--- src/bmx_consts.svh ---
// Constants for the branch and block move execution unit
// Assumes a single 20 MHz clock and synchronous active-low reset
`ifndef BMX_CONSTS_SVH
`define BMX_CONSTS_SVH
`define BMX_OP_BRANCH 8'hf2
`define BMX_OP_BLKDATA 8'hfd
`define BMX_OP_BLKPROG 8'hfc
`define BMX_IND_BIT 7
`define BMX_ROM_LIMIT 16'h1000
`define BMX_PC_STEP 16'h0002
`define BMX_ONE 16'h0001
`endif

--- src/bmx_pkg.sv ---
// Types for the branch and block move execution unit
// Assumes the constants header is included alongside
package bmx_pkg;
  typedef enum logic [2:0] {
    ST_IDLE = 3'b000,
    ST_FETCH2 = 3'b001,
    ST_READ = 3'b010,
    ST_WAIT = 3'b011,
    ST_DONE = 3'b100
  } bmx_state_t;
endpackage : bmx_pkg

--- src/bmx_buf_if.sv ---
// Word stream between the move engine and its buffer
// Assumes both ends share clock_i
`timescale 1ns/1ps
interface bmx_buf_if;
  logic valid;
  logic ready;
  logic [15:0] data;
  logic [15:0] addr;
  modport src (output valid, output data, output addr, input ready);
  modport dst (input valid, input data, input addr, output ready);
endinterface : bmx_buf_if

--- src/bmx_buf.sv ---
// Two-entry skid buffer for move words
// Assumes one clock; drain side may stall
`timescale 1ns/1ps
module bmx_buf (
  // Clock and reset
  input wire logic clock_i,
  input wire logic resetn_i,
  // Fill side
  bmx_buf_if.dst in_if,
  // Drain side
  output logic out_valid_o,
  output logic [15:0] out_data_o,
  output logic [15:0] out_addr_o,
  input wire logic out_ready_i
);
  logic [31:0] mem_q [2];
  logic wp_q;
  logic rp_q;
  logic [1:0] cnt_q;
  logic push;
  logic pop;
  assign in_if.ready = (cnt_q != 2'h2);
  assign push = in_if.valid && in_if.ready;
  assign pop = out_valid_o && out_ready_i;
  assign out_valid_o = (cnt_q != 2'h0);
  assign out_data_o = mem_q[rp_q][15:0];
  assign out_addr_o = mem_q[rp_q][31:16];
  always_ff @(posedge clock_i) begin
    if (push) begin
      mem_q[wp_q] <= {in_if.addr, in_if.data};
    end
  end
  always_ff @(posedge clock_i) begin
    if (!resetn_i) begin
      wp_q <= 1'b0;
      rp_q <= 1'b0;
      cnt_q <= 2'h0;
    end else begin
      if (push) wp_q <= ~wp_q;
      if (pop) rp_q <= ~rp_q;
      cnt_q <= cnt_q + {1'b0, push} - {1'b0, pop};
    end
  end
endmodule : bmx_buf

--- src/bmx_exec.sv ---
// Execution unit for branch-if-nonpositive and the two block moves
// Assumes memory answers reads with a one-cycle ack pulse
`timescale 1ns/1ps
`include "bmx_consts.svh"
module bmx_exec
  import bmx_pkg::*;
(
  // Clock and reset
  input wire logic clock_i,
  input wire logic resetn_i,
  // Instruction issue
  input wire logic start_i,
  input wire logic [15:0] opcode_i,
  input wire logic [15:0] word2_i,
  input wire logic word2_valid_i,
  input wire logic [15:0] pc_i,
  input wire logic [31:0] sum_register_i,
  input wire logic repeat_prefix_i,
  input wire logic [15:0] repeat_count_reg_i,
  input wire logic [15:0] prefetch_counter_i,
  input wire logic [15:0] current_aux_register_i,
  input wire logic [2:0] aux_pointer_field_i,
  input wire logic micro_mode_select_i,
  // Indirect field results
  input wire logic ind_modify_i,
  input wire logic [15:0] ind_aux_next_i,
  input wire logic ind_arp_load_i,
  input wire logic [2:0] ind_arp_next_i,
  // Source read port
  output logic rd_req_o,
  output logic [15:0] rd_addr_o,
  output logic rd_prog_o,
  output logic rd_rom_o,
  input wire logic rd_ack_i,
  input wire logic [15:0] rd_data_i,
  // Destination write port
  output logic wr_valid_o,
  output logic [15:0] wr_addr_o,
  output logic [15:0] wr_data_o,
  input wire logic wr_ready_i,
  // Core state results
  output logic [15:0] pc_o,
  output logic [15:0] prefetch_counter_o,
  output logic [15:0] microcall_stack_o,
  output logic [15:0] repeat_count_reg_o,
  output logic [15:0] current_aux_register_o,
  output logic [2:0] aux_pointer_field_o,
  output logic int_hold_o,
  output logic busy_o,
  output logic done_o
);
  ////////////////////////////////////////////////////////////////
  bmx_state_t state_q;
  logic is_br;
  logic is_bd;
  logic is_bp;
  logic ind_q;
  logic prog_q;
  logic [15:0] word_q;
  logic last;
  logic [15:0] dst_addr;
  logic bvalid_q;
  logic [15:0] bdata_q;
  logic [15:0] baddr_q;
  logic wvalid;
  logic [15:0] wdata;
  logic [15:0] waddr;
  logic rd_wait_q;
  logic mm_s1_q;
  logic mm_s2_q;
  logic mm_s3_q;
  logic mm_q;
  bmx_buf_if bif ();
  assign is_br = (opcode_i[15:8] == `BMX_OP_BRANCH) && opcode_i[`BMX_IND_BIT];
  assign is_bd = (opcode_i[15:8] == `BMX_OP_BLKDATA);
  assign is_bp = (opcode_i[15:8] == `BMX_OP_BLKPROG);
  assign last = (repeat_count_reg_o == 16'h0000);
  assign dst_addr = ind_q ? current_aux_register_o : {9'h000, word_q[6:0]};
  assign bif.valid = bvalid_q;
  assign bif.data = bdata_q;
  assign bif.addr = baddr_q;

  ////////////////////////////////////////////////////////////////
  // Mode pin filter
  always_ff @(posedge clock_i) begin
    if (!resetn_i) begin
      mm_s1_q <= 1'b0;
      mm_s2_q <= 1'b0;
      mm_s3_q <= 1'b0;
      mm_q <= 1'b0;
    end else begin
      mm_s1_q <= micro_mode_select_i;
      mm_s2_q <= mm_s1_q;
      mm_s3_q <= mm_s2_q;
      if (mm_s2_q == mm_s3_q) mm_q <= mm_s3_q;
    end
  end

  ////////////////////////////////////////////////////////////////
  // Sequencer
  always_ff @(posedge clock_i) begin
    if (!resetn_i) begin
      state_q <= ST_IDLE;
      ind_q <= 1'b0;
      prog_q <= 1'b0;
      word_q <= 16'h0000;
      done_o <= 1'b0;
    end else begin
      done_o <= 1'b0;
      unique case (state_q)
        ST_IDLE: begin
          if (start_i && (is_br || is_bd || is_bp)) begin
            ind_q <= opcode_i[`BMX_IND_BIT];
            prog_q <= is_bp;
            word_q <= opcode_i;
            state_q <= is_br ? ST_DONE : ST_FETCH2;
          end
        end
        ST_FETCH2: if (word2_valid_i) state_q <= ST_READ;
        ST_READ: if (rd_ack_i) state_q <= ST_WAIT;
        ST_WAIT: begin
          if (bif.ready) begin
            state_q <= last ? ST_DONE : ST_READ;
          end
        end
        ST_DONE: begin
          done_o <= 1'b1;
          state_q <= ST_IDLE;
        end
      endcase
    end
  end

  ////////////////////////////////////////////////////////////////
  // Program counter and branch
  always_ff @(posedge clock_i) begin
    if (!resetn_i) begin
      pc_o <= 16'h0000;
    end else if (state_q == ST_IDLE && start_i && is_br) begin
      if ($signed(sum_register_i) <= 0) pc_o <= word2_i;
      else pc_o <= pc_i + `BMX_PC_STEP;
    end else if (state_q == ST_IDLE && start_i && (is_bd || is_bp)) begin
      pc_o <= pc_i + `BMX_PC_STEP;
    end
  end

  ////////////////////////////////////////////////////////////////
  // Aux register and pointer
  always_ff @(posedge clock_i) begin
    if (!resetn_i) begin
      current_aux_register_o <= 16'h0000;
      aux_pointer_field_o <= 3'h0;
    end else if (state_q == ST_IDLE && start_i) begin
      current_aux_register_o <= current_aux_register_i;
      aux_pointer_field_o <= aux_pointer_field_i;
      if (is_br && ind_modify_i) current_aux_register_o <= ind_aux_next_i;
      if (is_br && ind_arp_load_i) aux_pointer_field_o <= ind_arp_next_i;
    end else if (state_q == ST_WAIT && bif.ready && ind_q) begin
      current_aux_register_o <= current_aux_register_o + `BMX_ONE;
      if (last && ind_arp_load_i) aux_pointer_field_o <= ind_arp_next_i;
    end
  end

  ////////////////////////////////////////////////////////////////
  // Prefetch counter, stack and repeat count
  always_ff @(posedge clock_i) begin
    if (!resetn_i) begin
      prefetch_counter_o <= 16'h0000;
      microcall_stack_o <= 16'h0000;
      repeat_count_reg_o <= 16'h0000;
    end else if (state_q == ST_IDLE && start_i && (is_bd || is_bp)) begin
      microcall_stack_o <= prefetch_counter_i;
      repeat_count_reg_o <= repeat_count_reg_i;
    end else if (state_q == ST_FETCH2 && word2_valid_i) begin
      prefetch_counter_o <= word2_i;
    end else if (state_q == ST_WAIT && bif.ready) begin
      if (last) begin
        prefetch_counter_o <= microcall_stack_o;
      end else begin
        prefetch_counter_o <= prefetch_counter_o + `BMX_ONE;
        repeat_count_reg_o <= repeat_count_reg_o - `BMX_ONE;
      end
    end
  end

  ////////////////////////////////////////////////////////////////
  // Source read request
  always_ff @(posedge clock_i) begin
    if (!resetn_i) begin
      rd_req_o <= 1'b0;
      rd_addr_o <= 16'h0000;
      rd_prog_o <= 1'b0;
      rd_rom_o <= 1'b0;
    end else begin
      rd_req_o <= (state_q == ST_READ) && !rd_ack_i && !rd_req_o && !rd_wait_q;
      rd_addr_o <= prefetch_counter_o;
      rd_prog_o <= prog_q;
      rd_rom_o <= prog_q && !mm_q && (prefetch_counter_o < `BMX_ROM_LIMIT);
    end
  end

  // Outstanding read, one request per word
  always_ff @(posedge clock_i) begin
    if (!resetn_i) begin
      rd_wait_q <= 1'b0;
    end else if (rd_req_o) begin
      rd_wait_q <= 1'b1;
    end else if (rd_ack_i) begin
      rd_wait_q <= 1'b0;
    end
  end

  ////////////////////////////////////////////////////////////////
  // Word into the buffer
  always_ff @(posedge clock_i) begin
    if (!resetn_i) begin
      bvalid_q <= 1'b0;
      bdata_q <= 16'h0000;
      baddr_q <= 16'h0000;
    end else if (state_q == ST_READ && rd_ack_i) begin
      bvalid_q <= 1'b1;
      bdata_q <= rd_data_i;
      baddr_q <= dst_addr;
    end else if (bif.ready) begin
      bvalid_q <= 1'b0;
    end
  end

  bmx_buf u_buf (
    .clock_i(clock_i),
    .resetn_i(resetn_i),
    .in_if(bif),
    .out_valid_o(wvalid),
    .out_data_o(wdata),
    .out_addr_o(waddr),
    .out_ready_i(wr_ready_i || !wr_valid_o)
  );

  ////////////////////////////////////////////////////////////////
  // Destination write and status
  always_ff @(posedge clock_i) begin
    if (!resetn_i) begin
      wr_valid_o <= 1'b0;
      wr_addr_o <= 16'h0000;
      wr_data_o <= 16'h0000;
    end else if (wr_ready_i || !wr_valid_o) begin
      wr_valid_o <= wvalid;
      wr_addr_o <= waddr;
      wr_data_o <= wdata;
    end
  end

  always_ff @(posedge clock_i) begin
    if (!resetn_i) begin
      int_hold_o <= 1'b0;
      busy_o <= 1'b0;
    end else begin
      if (state_q == ST_IDLE) busy_o <= start_i && (is_br || is_bd || is_bp);
      else busy_o <= (state_q != ST_DONE);
      if (state_q == ST_IDLE && start_i && is_bp) int_hold_o <= 1'b1;
      else if (state_q == ST_IDLE && start_i && is_bd) int_hold_o <= repeat_prefix_i;
      else if (state_q == ST_DONE) int_hold_o <= 1'b0;
    end
  end

  ////////////////////////////////////////////////////////////////
  // Checks
  property p_branch_taken;
    @(posedge clock_i) disable iff (!resetn_i)
      (state_q == ST_IDLE && start_i && is_br && $signed(sum_register_i) <= 0)
      |=> pc_o == $past(word2_i);
  endproperty
  a_branch_taken: assert property (p_branch_taken) else $error("branch target not loaded");
  property p_branch_skip;
    @(posedge clock_i) disable iff (!resetn_i)
      (state_q == ST_IDLE && start_i && is_br && $signed(sum_register_i) > 0)
      |=> pc_o == $past(pc_i) + 16'h0002;
  endproperty
  a_branch_skip: assert property (p_branch_skip) else $error("pc not stepped by two");
  property p_count_zero;
    @(posedge clock_i) disable iff (!resetn_i)
      (state_q == ST_DONE) |-> repeat_count_reg_o == 16'h0000;
  endproperty
  a_count_zero: assert property (p_count_zero) else $error("repeat count not zero at end");
  property p_hold_prog;
    @(posedge clock_i) disable iff (!resetn_i)
      (state_q != ST_IDLE && prog_q) |-> int_hold_o;
  endproperty
  a_hold_prog: assert property (p_hold_prog) else $error("interrupts not held");
  property p_rom_sel;
    @(posedge clock_i) disable iff (!resetn_i)
      rd_req_o && rd_prog_o && !$past(mm_q) && rd_addr_o < 16'h1000 |-> rd_rom_o;
  endproperty
  a_rom_sel: assert property (p_rom_sel) else $error("rom not selected");
  property p_src_step;
    @(posedge clock_i) disable iff (!resetn_i)
      (state_q == ST_WAIT && bif.ready && !last) |=> prefetch_counter_o == $past(prefetch_counter_o) + 16'h0001;
  endproperty
  a_src_step: assert property (p_src_step) else $error("source not advanced");
  property p_dst_fixed;
    @(posedge clock_i) disable iff (!resetn_i)
      (bvalid_q && !ind_q) |-> baddr_q == {9'h000, word_q[6:0]};
  endproperty
  a_dst_fixed: assert property (p_dst_fixed) else $error("direct destination moved");
  property p_save_pfc;
    @(posedge clock_i) disable iff (!resetn_i)
      (state_q == ST_IDLE && start_i && (is_bd || is_bp)) |=> microcall_stack_o == $past(prefetch_counter_i);
  endproperty
  a_save_pfc: assert property (p_save_pfc) else $error("prefetch not saved");
endmodule : bmx_exec

--- config.mk ---
export PLATFORM = sky130hd
export DESIGN_NAME = bmx_exec
export DESIGN_NICKNAME = d
export VERILOG_FILES = /design/src/bmx_pkg.sv /design/src/bmx_buf_if.sv /design/src/bmx_buf.sv /design/src/bmx_exec.sv
export VERILOG_INCLUDE_DIRS = /design/src
export SDC_FILE = /design/constraint.sdc
export NUM_CORES = 1
export LEC_CHECK = 0
export BUFFER_PORTS_ARGS = -buffer_cell sky130_fd_sc_hd__clkbuf_2
export CORE_AREA = 5 5 145 147
export CTS_CLUSTER_SIZE = 40
export DETAILED_ROUTE_END_ITERATION = 6
export DIE_AREA = 0 0 150 152
export PLACE_DENSITY_LB_ADDON = 0.2
export REMOVE_ABC_BUFFERS = 1
export SLEW_MARGIN = 10
export SYNTH_ARGS = -nofsm -noshare
export SYNTH_HDL_FRONTEND = slang
export SYNTH_SLANG_ARGS = --single-unit
--- constraint.sdc ---
create_clock -name clock_i -period 3.9 [get_ports clock_i]
set_clock_uncertainty 0.1 [all_clocks]
set_input_delay 0.39 -clock clock_i [delete_from_list [all_inputs] [get_ports clock_i]]
set_output_delay 0.39 -clock clock_i [all_outputs]
set_load 0.01 [all_outputs]
# Word-level counts from Yosys, hierarchy flattened
# Memory sizes are Yosys's and may differ from the RTL's. A register that Yosys moved wholly into a read port is not among the register bits.
# Cells that the tools add are included.
dict set report totals {
  ff_bits 160
  ramBits 64
  in_bits 176
  output_inout_bits 138
  word_cells 140
  n_memories 1
}
# memory words word_bits read_ports rd_ports_with_merged_regs write_ports line
set memory_table {}
lappend memory_table {u_buf.mem_q 2 32 1 1 1 bmx_buf.sv:16} ;# logic [31:0] mem_q [2];
dict set report op_classes {
  add_sub_neg 6
  order_cmp 2
  eq_ne 16
  mux 36
  bitwise 3
  reduce_logical 47
}
# cell n
set ops {}
lappend ops {{2-to-1 mux 16 bit} 14}
lappend ops {{adder 16 x 1 -> 16 bit (second input constant)} 2}
lappend ops {{less-or-equal comparator 32 x 1 -> 1 bit (second input constant)} 1}
lappend ops {{2-to-1 mux 3 bit} 10}
lappend ops {{== test 8 bit (second input constant)} 3}
lappend ops {{logical AND 1 bit} 21}
lappend ops {{adder 16 x 2 -> 16 bit (second input constant)} 1}
lappend ops {{zero test 16 bit} 1}
lappend ops {{less-than comparator 16 x 13 -> 1 bit (second input constant)} 1}
lappend ops {{nonzero test 2 bit} 8}
lappend ops {{subtractor 16 x 1 -> 16 bit (second input constant)} 1}
lappend ops {{case mux 3 bit (5 select lines)} 1}
lappend ops {{2-to-1 mux 1 bit} 11}
lappend ops {{inequality test 2 bit (second input constant)} 5}
lappend ops {{== test 3 x 2 -> 1 bit (second input constant)} 2}
lappend ops {{zero test 1 bit} 6}
lappend ops {{AND reduction 2 bit} 3}
lappend ops {{logical OR 1 bit} 4}
lappend ops {{inequality test 2 x 1 -> 1 bit (second input constant)} 2}
lappend ops {{AND reduction 4 bit} 1}
lappend ops {{== test 3 x 1 -> 1 bit (second input constant)} 1}
lappend ops {{== test 3 bit (second input constant)} 1}
lappend ops {{zero test 3 bit} 1}
lappend ops {{inequality test 3 bit (second input constant)} 1}
lappend ops {{other kinds (6)} 8}

# Depth between registers and ports, before layout
# Gate-level depths: netlist of the first run.
dict set report logic_depth {
  depth_word 7
  ltp_mapped 10
  mapped_depth_nobuf 8
}

# Modules after synthesis
# A second synthesis of the first run with hierarchy kept.
dict set report hier_totals {
  hier_cells 1162
  area_unflattened_um2 11339.6
}
# module instances cells_per_inst area_each_um2 seq_area_each_um2
set modules_own_cells {}
lappend modules_own_cells {bmx_exec 1 1038 8638.3 3763.6}
lappend modules_own_cells {bmx_buf 1 124 2701.3 2021.9}

# Least setup slack after synthesis of the first run
# Ideal clock, no wire load.
dict set report synth_timing {
  path_type {register to register}
  start {register u_buf.cnt_q[0]}
  end {memory u_buf.mem_q[0][0] (enable)}
  setup_ns 0.421
  arrival_ns 2.028
  required_time_ns 3.379
  setup_slack_ns 1.351
  stages_incl_launch_ff 4
  path_buffers 0
  period_less_slack_ns 2.549
  path_cell_list {dfxtp_1 > nand2b_1 > nand2_1 > nor2_1}
}
dict set report synth_between {
  elab_chain_cells 4
}
# element line
set synth_lines {}
lappend synth_lines {{start: declaration} bmx_buf.sv:19} ;# logic [1:0] cnt_q;
lappend synth_lines {{start signal: assignment} bmx_buf.sv:41} ;# cnt_q <= cnt_q + {1'b0, push} - {1'b0, pop};
lappend synth_lines {{inequality test 2 bit} bmx_buf.sv:22} ;# assign in_if.ready = (cnt_q != 2'h2);
lappend synth_lines {{logical AND 1 bit} bmx_buf.sv:23} ;# assign push = in_if.valid && in_if.ready;
lappend synth_lines {{2-to-1 mux 1 bit} bmx_buf.sv:29} ;# if (push) begin
lappend synth_lines {{2-to-1 mux 1 bit (implied by the code)} bmx_buf.sv:30} ;# mem_q[wp_q] <= {in_if.addr, in_if.data};
lappend synth_lines {{end: declaration} bmx_buf.sv:16}
# Every way passes these cells.

# Worst setup path in the final report of the first run
dict set report layout_timing {
  start {register state_q[0]}
  end {register current_aux_register_o[14]}
}
dict set report layout_between {
  elab_chain_cells 4
  word_cells_on_any_way 7
  cone_classes {eq/ne (1); mux (1); reduce/logical (5)}
}
# element line
set layout_lines {}
lappend layout_lines {{start: declaration} bmx_exec.sv:53} ;# bmx_state_t state_q;
lappend layout_lines {{start signal: assignment} bmx_exec.sv:116} ;# state_q <= is_br ? ST_DONE : ST_FETCH2;
lappend layout_lines {{start signal: assignment} bmx_exec.sv:123} ;# state_q <= last ? ST_DONE : ST_READ;
lappend layout_lines {{== test 3 x 2 -> 1 bit} bmx_exec.sv:158} ;# end else if (state_q == ST_WAIT && bif.ready && ind_q) begin
lappend layout_lines {{logical AND 1 bit (2 in series)} bmx_exec.sv:158}
lappend layout_lines {{nonzero test 2 bit (no source line)} -}
lappend layout_lines {{end signal: assignment} bmx_exec.sv:154} ;# current_aux_register_o <= current_aux_register_i;
lappend layout_lines {{end signal: assignment} bmx_exec.sv:156} ;# if (is_br && ind_modify_i) current_aux_register_o <= ind_aux_next_i;
lappend layout_lines {{end signal: assignment} bmx_exec.sv:159} ;# current_aux_register_o <= current_aux_register_o + `BMX_ONE;
lappend layout_lines {{end: declaration} bmx_exec.sv:46} ;# output logic [15:0] current_aux_register_o,
# Parallel ways exist; a longest one is shown, timed or not.
# A chain may end at the register's enable or synchronous reset.

==> results of run 1 <==
how the worst max path moves through the flow:
stage / from / end / depth (start not counted)
after floorplan: wr_ready_i / u_buf.cnt_q[1] / 8
after global placement: state_q[1] / current_aux_register_o[14] / 6
after detailed placement: state_q[0] / current_aux_register_o[14] / 6
after CTS: state_q[0] / current_aux_register_o[14] / 6
after global routing: state_q[0] / current_aux_register_o[14] / 6
final: state_q[0] / current_aux_register_o[14] / 6
Yosys cell counts (2+ instances only):
library cell / n
a211oi_1: 61
mux2_1: 11
a31oi_1: 2
a21oi_1: 108
xnor2_1: 37
and2_1: 24
xor2_1: 20
nand2b_1: 6
nor4_1: 16
o21ai_0: 30
clkbuf_1: 52
o21ai_1: 24
and4_1: 8
buf_1: 11
o21a_1: 3
nand3_1: 43
nor4b_2: 2
nor2b_1: 5
mux2i_1: 48
nor2_1: 84
nand4_1: 8
o221ai_1: 6
a311oi_1: 4
or4_1: 2
inv_1: 11
nor3_1: 23
and3_1: 9
or2_1: 3
buf_2: 7
nand2_1: 136
a22oi_1: 2
o211ai_1: 3
edfxtp_1: 64
ha_1: 6
dfxtp_1: 192
nand3b_1: 2
o22ai_1: 11
power by group:
group	switching [W]	internal, W	total, W
combinational	0.000396	0.000361	0.000757
sequential	0.000116	0.00280	0.00292
clock	0.00103	0.00155	0.00257
routing by layer:
metal / part of all wire, % / wire, um / GRT usage (%)
met1: 38 / 11600 / 30.0
met2: 51 / 15700 / 46.4
met3: 6.9 / 2110 / 5.27
met4: 4.1 / 1270 / 10.4
met5: 0 / 0 / 0
metrics by stage:
stage / cell area [um^2] / hold slack, ns / setup slack (ns)
after floorplan: 10400 / 0.312 / 1.00
after global placement: 12500 / 0.318 / 1.54
after detailed placement: 12500 / 0.323 / 1.46
after CTS: 13800 / 0.000471 / 1.46
after global routing: 13800 / 0.0165 / 1.25
final: 13800 / 0.0105 / 1.40
logic make-up after synthesis:
kind of cell | after synthesis | synth area share (%)
muxes | 59 | 5.65
xor gates and xnor gates | 57 | 4.67
adders and majority gates | 6 | 0.702
DFF | 256 | 53.9
and+or+nand+nor | 382 | 17.4
buffers and inverters | 83 | 2.99
AOI/OAI and AO/OA | 262 | 14.7
flip-flops by register name, indices dropped and copies added, names as in the netlist, 2 cells and up:
name                    flops
aux_pointer_field_o         3
baddr_q                    16
bdata_q                    16
current_aux_register_o     16
microcall_stack_o          16
pc_o                       16
prefetch_counter_o         16
rd_addr_o                  16
repeat_count_reg_o         16
state_q                     3
u_buf.cnt_q                 2
u_buf.mem_q                64
word_q                      7
wr_addr_o                  16
wr_data_o                  16
worst register-to-register path: cells and delay by family, from the launching register on:
kind             cells  cell delay, ns
AND/OR/NAND/NOR      4            1.40
AO/OA/AOI/OAI        1            0.08
flip-flops           1            0.64
XOR/XNOR             1            0.17
what timing repair did:
action                    4_1_cts  5_1_grt
hold buffers                   39        0
gates resized for setup         0        0
hold endpoints to repair       39        0
cell usage in the layout, fill, tap and decap left out, drive strengths merged, types with 12 or more instances in the layout:
| cell type | netlist | final |
|---|---|---|
| buf | 18 | 13 |
| inv | 12 | 12 |
| a21oi | 108 | 108 |
| o21ai | 54 | 54 |
| a211oi | 61 | 61 |
| nand3 | 43 | 43 |
| clkbuf | 52 | 349 |
| nor2 | 85 | 85 |
| and2 | 24 | 24 |
| dfxtp | 192 | 192 |
| nor4 | 17 | 17 |
| nor3 | 25 | 25 |
| dlygate4sd3 | 0 | 39 |
| xor2 | 20 | 20 |
| mux2i | 48 | 48 |
| nand2 | 137 | 137 |
| edfxtp | 64 | 64 |
| xnor2 | 37 | 37 |
cell type report:
cell class	instances	share of cell area [%]
Clock inverter	12	0.891
Timing Repair Buffer	365	15.0
Antenna cell	1	0.0182
Clock buffer	36	5.74
Multi-Input combinational cell	766	33.6
Tap cell	270	2.45
Inverter	13	0.373
Sequential cell	256	41.9
==> key figures, run 1 <==
Routing
  • Antenna viol nets, final: 0
  • Final wirelength: ~30000 um
  • Routed len/inst: 17.9 um
  • DRC viols: 0
  • Via Count: 9483
  • First-pass DRT Iterations: 5
  • Iteration-0 DRC Markers: between 400 and 500
  • DR vias/cell: between 5 and 6

Synth
  • Synth Area per Inst: between 9 and 10 um^2
  • Synth top area cells: dfxtp_1 (36%), edfxtp_1 (18%), a21oi_1 (5.1%)
  • Ys flop type: dfxtp_1
  • Synth warn: 0
  • Register area share after synthesis: approximately 54%
  • Synth Register Bits: between 200 and 300
  • Post-synth cell types: 58
  • Post-synth EDFFs: 64
  • Mapped cell area: ~0.011 mm^2
  • Post-Synthesis Cells: 1105
  • Ys async rst share: 0%
  • Synth top area share: between 30% and 40%
  • Area leader, netlist: dfxtp_1

Critical path
  • Crit start category: register
  • Worst reg2reg startpoint: state_q[0]
  • Crit path DAT: between 2 and 3 ns
  • Buf/Inv on CP: 0
  • Crit-path leading delay family: simple AND/OR/NAND/NOR gates
  • CP max-delay cell: dfxtp_1
  • CP Capture Type: register
  • WS Path Type: reg2reg
  • Reg2Reg Depth: 6
  • Crit path largest cell delay: between 0.6 and 0.7 ns
  • Critical-path cell list: nand3b_1, nor2_2, nand4_1, nor4_1, xnor2_1, a21oi_1
  • Worst R2R Setup Slack: 1.40 ns
  • Required @ worst endpoint: approximately 4.2 ns
  • Reg-to-Reg End: current_aux_register_o[14]
  • CP max FO: 16

GRT
  • GRT Total Usage: between 20% and 30%
  • Largest net degree at the start of global routing: just under 90
  • Vias in the first global route: approximately 9.5k
  • Initial antenna violation count: 1
  • Global-route wire length before repair: 48300 um
  • Total congestion overflow: 0

Floorplan
  • IO Pins: approximately 310
  • DIE AREA: 0.0228 mm^2
  • Core Box Area: 0.0198 mm^2
  • Starting Density: between 50% and 60%
  • Die extent in x: about 150 um
  • Row count: 52
  • Height of the die: between 150 and 200 um

Timing
  • Slew HR: 32.7%
  • RSZ-0062 raised after global routing: false
  • Final Critical Period: about 2.5 ns
  • Setup TNS: 0 ns
  • Worst-Margin Slew: a little over 1 ns
  • Period utilisation layout: between 60% and 70%
  • Final slew viol count: 0
  • Final hold vios: 0
  • Setup Viol. Count Final: 0
  • Fmax: between 400 and 500 MHz

Cells and area
  • Layout cells sized above 1: 26.9%
  • Net count, final: approximately 1.6k
  • Fin util: 69.6%
  • P&R area growth vs syn: 28.7%
  • Area of the multi-input gates: approximately 0.0046 mm^2
  • Finished Layout Cells: 1719
  • # fillers: approximately 1.6k
  • Register area: around 0.0058 mm^2

Clock tree
  • CTS Buf Count: 26
  • Clock Tree Root: clkbuf_16
  • Clock Latency Late Sink: between 0.5 and 0.6 ns
  • Clock-pin slew on the worst setup and hold paths: roughly 0.060 ns
  • CTS Buffer Depth: 3
  • H-tree depth: 1
  • CTS sink count: ~260
  • CTS tree: yes
  • Post-CTS setup buffers: 0

Hold path
  • Hold path startpoint: prefetch_counter_i[7]
  • Worst Hold Class: in2reg
  • Hold endpoint: microcall_stack_o[7]
  • Hold path cells: 3

Power and ir drop
  • Total chip power: 0.00625 W
  • PwrDens: ~450 mW/mm^2
  • Peak supply drop: ~0.00036 V
  • Static Leakage: around 5.5 nW

Placement
  • GPL Wtd Cong: around 0.9
  • Final HPWL DP: 21500 um
  • Placed insts: 1631
  • Number of port buffers: between 300 and 400

Status
  • Status: complete, no violations

Flow run
  • Maxcap violations: 0
Power figures use the tool's default switching activity.
==> inputs of run 2 (changes only) <==
--- a/config.mk
+++ b/config.mk
@@ -6,11 +6,12 @@
 export SDC_FILE = /design/constraint.sdc
 export NUM_CORES = 1
 export LEC_CHECK = 0
+export ABC_AREA = 1
 export BUFFER_PORTS_ARGS = -buffer_cell sky130_fd_sc_hd__clkbuf_2
-export CORE_AREA = 5 5 145 147
+export CORE_AREA = 5 5 161 163
 export CTS_CLUSTER_SIZE = 40
 export DETAILED_ROUTE_END_ITERATION = 6
-export DIE_AREA = 0 0 150 152
+export DIE_AREA = 0 0 166 168
 export PLACE_DENSITY_LB_ADDON = 0.2
 export REMOVE_ABC_BUFFERS = 1
 export SLEW_MARGIN = 10
==> constraint.sdc (replaced) <==
create_clock -name clock_i -period 2.1 [get_ports clock_i]
set_clock_uncertainty 0.1 [all_clocks]
set_input_delay 0.21 -clock clock_i [delete_from_list [all_inputs] [get_ports clock_i]]
set_output_delay 0.21 -clock clock_i [all_outputs]
set_load 0.01 [all_outputs]
==> key figures, run 2 <==
Status
  • Status: complete, no violations

Clock tree
  • H-tree depth: 1
  • CTS Buffer Depth: 3
  • CTS sink count: between 200 and 300
  • Clock-pin slew on the worst setup and hold paths: 0.06 ns
  • Clock Tree Root: clkbuf_16
  • CTS Buf Count: 27
  • CTS tree: yes
  • Clock Latency Late Sink: 0.54 ns

Placement
  • Number of port buffers: around 310
  • GPL Wtd Cong: 0.924
  • Pre-CTS setup slack: 0.0501 ns
  • Post-Place Cell Area: about 0.013 mm^2
  • Final HPWL DP: between 20000 and 30000 um

Synth
  • Register area share after synthesis: between 50% and 60%
  • Post-synth EDFFs: 64
  • Mapped cell area: about 0.011 mm^2
  • Synth Register Bits: between 200 and 300
  • Synth top area cells: dfxtp_1 (33%), edfxtp_1 (17%), nand2_1 (11%)
  • Synth Area per Inst: slightly below 8 um^2
  • Post-synth cell types: 53
  • Area leader, netlist: dfxtp_1
  • Ys flop type: dfxtp_1
  • Ys async rst share: 0%
  • Synth top area share: around 33%
  • Post-Synthesis Cells: approximately 1.5k
  • Most instantiated cells after synthesis: nand2_1 (341), dfxtp_1 (192), nor2_1 (166), o21ai_0 (136), inv_1 (115)
  • Most frequent cell after synthesis: nand2_1
  • Synth warn: 0

Timing
  • Setup Viol. Count Final: 0
  • Worst-Margin Slew: ~0.57 ns
  • Fmax: between 500 and 600 MHz
  • RSZ-0062 raised after global routing: true
  • Setup ws final: ~0.11 ns
  • Final Critical Period: roughly 2.0 ns
  • Period utilisation layout: between 90% and 100%
  • Final hold vios: 0
  • Final slew viol count: 0
  • Slew HR: 62.0%

GRT
  • GR Util met1: a little under a third
  • Largest net degree at the start of global routing: 68
  • Total congestion overflow: 0
  • Global-route wire length before repair: 57000 um
  • GR Util met3: 4.64%
  • GRT Total Usage: between 20% and 30%
  • Vias in the first global route: between 10k and 15k
  • Met2 Track Usage GR: between 40% and 50%
  • Initial antenna violation count: 1
  • Top Usage Layer GRT: met2

Floorplan
  • IO Pins: about 310
  • Core Box Area: ~0.024 mm^2
  • Die extent in x: around 170 um
  • DIE AREA: roughly 0.028 mm^2
  • Row count: between 50 and 60
  • Starting Density: between 40% and 50%
  • Height of the die: 168 um

Routing
  • Routed len/inst: about 16 um
  • Final wirelength: around 36000 um
  • DRC viols: 0
  • Antenna viol nets, final: 0
  • DR vias/cell: a little over 5
  • Via Count: 11.5k
  • First-pass DRT Iterations: 7
  • Iteration-0 DRC Markers: roughly 900

Flow run
  • Maxcap violations: 0

Cells and area
  • # fillers: between 2k and 2.5k
  • Most common cell after layout, fill and taps aside: nand2_1
  • P&R area growth vs syn: 36.1%
  • Max reg flops: 64
  • Register area: approximately 0.0058 mm^2
  • Largest Register: u_buf.mem_q
  • Area of the multi-input gates: ~0.005 mm^2
  • Cell area after layout: between 0.015 and 0.02 mm^2
  • Net count, final: around 2.1k
  • Commonest cells after routing, fill and taps aside: nand2_1 (338), clkbuf_2 (312), dfxtp_1 (189), nor2_1 (162), o21ai_0 (135)
  • Layout cells sized above 1: 24.0%

Critical path
  • Required @ worst endpoint: 2.48 ns
  • Crit path DAT: between 2 and 2.5 ns
  • Crit start category: register
  • WS Path Type: reg2reg
  • CP max FO: 13
  • CP Capture Type: register

Power and ir drop
  • Peak supply drop: around 0.00077 V
  • PwrDens: approximately 830 mW/mm^2
  • Static Leakage: between 7 and 8 nW
  • Sw Share: 27.4%
  • Seq pwr share: 42.7%
  • Cell-internal power: ~0.0094 W
  • Clock power frac: 39.8%
  • Combinational Power Share: around 18%
  • Switching power: between 0.003 and 0.004 W

Hold path
  • Worst Hold Class: in2reg
==> run 2: cell count changes after synthesis, moves of 23 or more <==
| cell | delta |
|---|---|
| nand2_1 | +205 |
| o21ai_0 | +106 |
| inv_1 | +104 |
| nor2_1 | +82 |
| a211oi_1 | -60 |
| mux2i_1 | -48 |
| a31oi_1 | +39 |
| nand3_1 | +38 |
| xnor2_1 | -25 |
| and2_1 | -23 |
==> run 2: path summary, 6_finish.rpt <==
kind	from	endpoint	slack, ns	cells past startpoint
min	word2_i[9]	prefetch_counter_o[9]	0.03	5
max	state_q[2]	current_aux_register_o[14]	0.11	8
min reg2reg	rd_wait_q	rd_req_o	0.31	1
max reg2reg	state_q[2]	current_aux_register_o[14]	0.11	8
==> run 2: repair_timing <==
action | CTS | global route
buffers inserted | 0 | 7
setup endpoints to repair | 0 | 35
endpoints found under the hold margin | 113 | 0
hold buffers | 113 | 0
gates resized for setup | 0 | 21
==> run 2: area by class of cell <==
type	count	share of cell area [%]
well taps	324	2.59
flip-flops and latches	256	36.9
inverters	131	3.26
clock inverters	14	1.54
multi-input cells	1003	31.7
diodes	1	0.0160
clock buffers	35	4.58
repair buffers	463	19.5
==> run 2: kinds of logic after synthesis <==
kind of cell    after synthesis  synth area share (%)
flops                       256                  50.2
simple gates                660                  25.0
xor+xnor                     34                  2.59
fa+ha+maj                     6                 0.653
compound gates              303                  14.3
buf+inv                     200                  7.25
==> run 2: power by group through the flow <==
stage / Clock [W] / Combinational, W / Sequential [W]
after floorplan: 0 / 0.000918 / 0.00574
after CTS: 0.00523 / 0.00221 / 0.00551
after global placement: 0 / 0.00199 / 0.00561
after detailed placement: 0 / 0.00202 / 0.00561
after global routing: 0.00545 / 0.00249 / 0.00555
final: 0.00515 / 0.00226 / 0.00552
==> run 2: layer usage <==
metal / share of wire, % / vias to the layer above / routed length [um]
met3: 7.2 / 79 / 2560
met1: 42 / 5225 / 14900
met5: 0.036 / - / 13
li1: - / 5675 / -
met4: 2.9 / 2 / 1050
met2: 48 / 469 / 17100
==> run 2: critical path: stages, from the launching register on <==
cell and delay [ns]:
dfxtp_1 0.49, nor2_4 0.08, nand3_4 0.14, clkinv_4 0.15, buf_4 0.17, nand3_1 0.06
dlygate4sd3_1 0.54, o21ai_0 0.08, a21oi_1 0.12
==> run 2: per-stage QoR <==
step | hold slack (ns) | total power [W] | utilization [%] | std cells | TNS (ns)
after floorplan | 0.203 | 0.00666 | - | 1390 | -34.05
after global placement | 0.307 | 0.00760 | 55.6 | 2057 | 0
after detailed placement | 0.312 | 0.00764 | 55.6 | 2057 | 0
after CTS | 0.000101 | 0.0130 | 64.2 | 2219 | 0
after global routing | 0.0184 | 0.0135 | 64.7 | 2226 | -0.0475
final | 0.0255 | 0.0129 | 64.7 | 2227 | 0
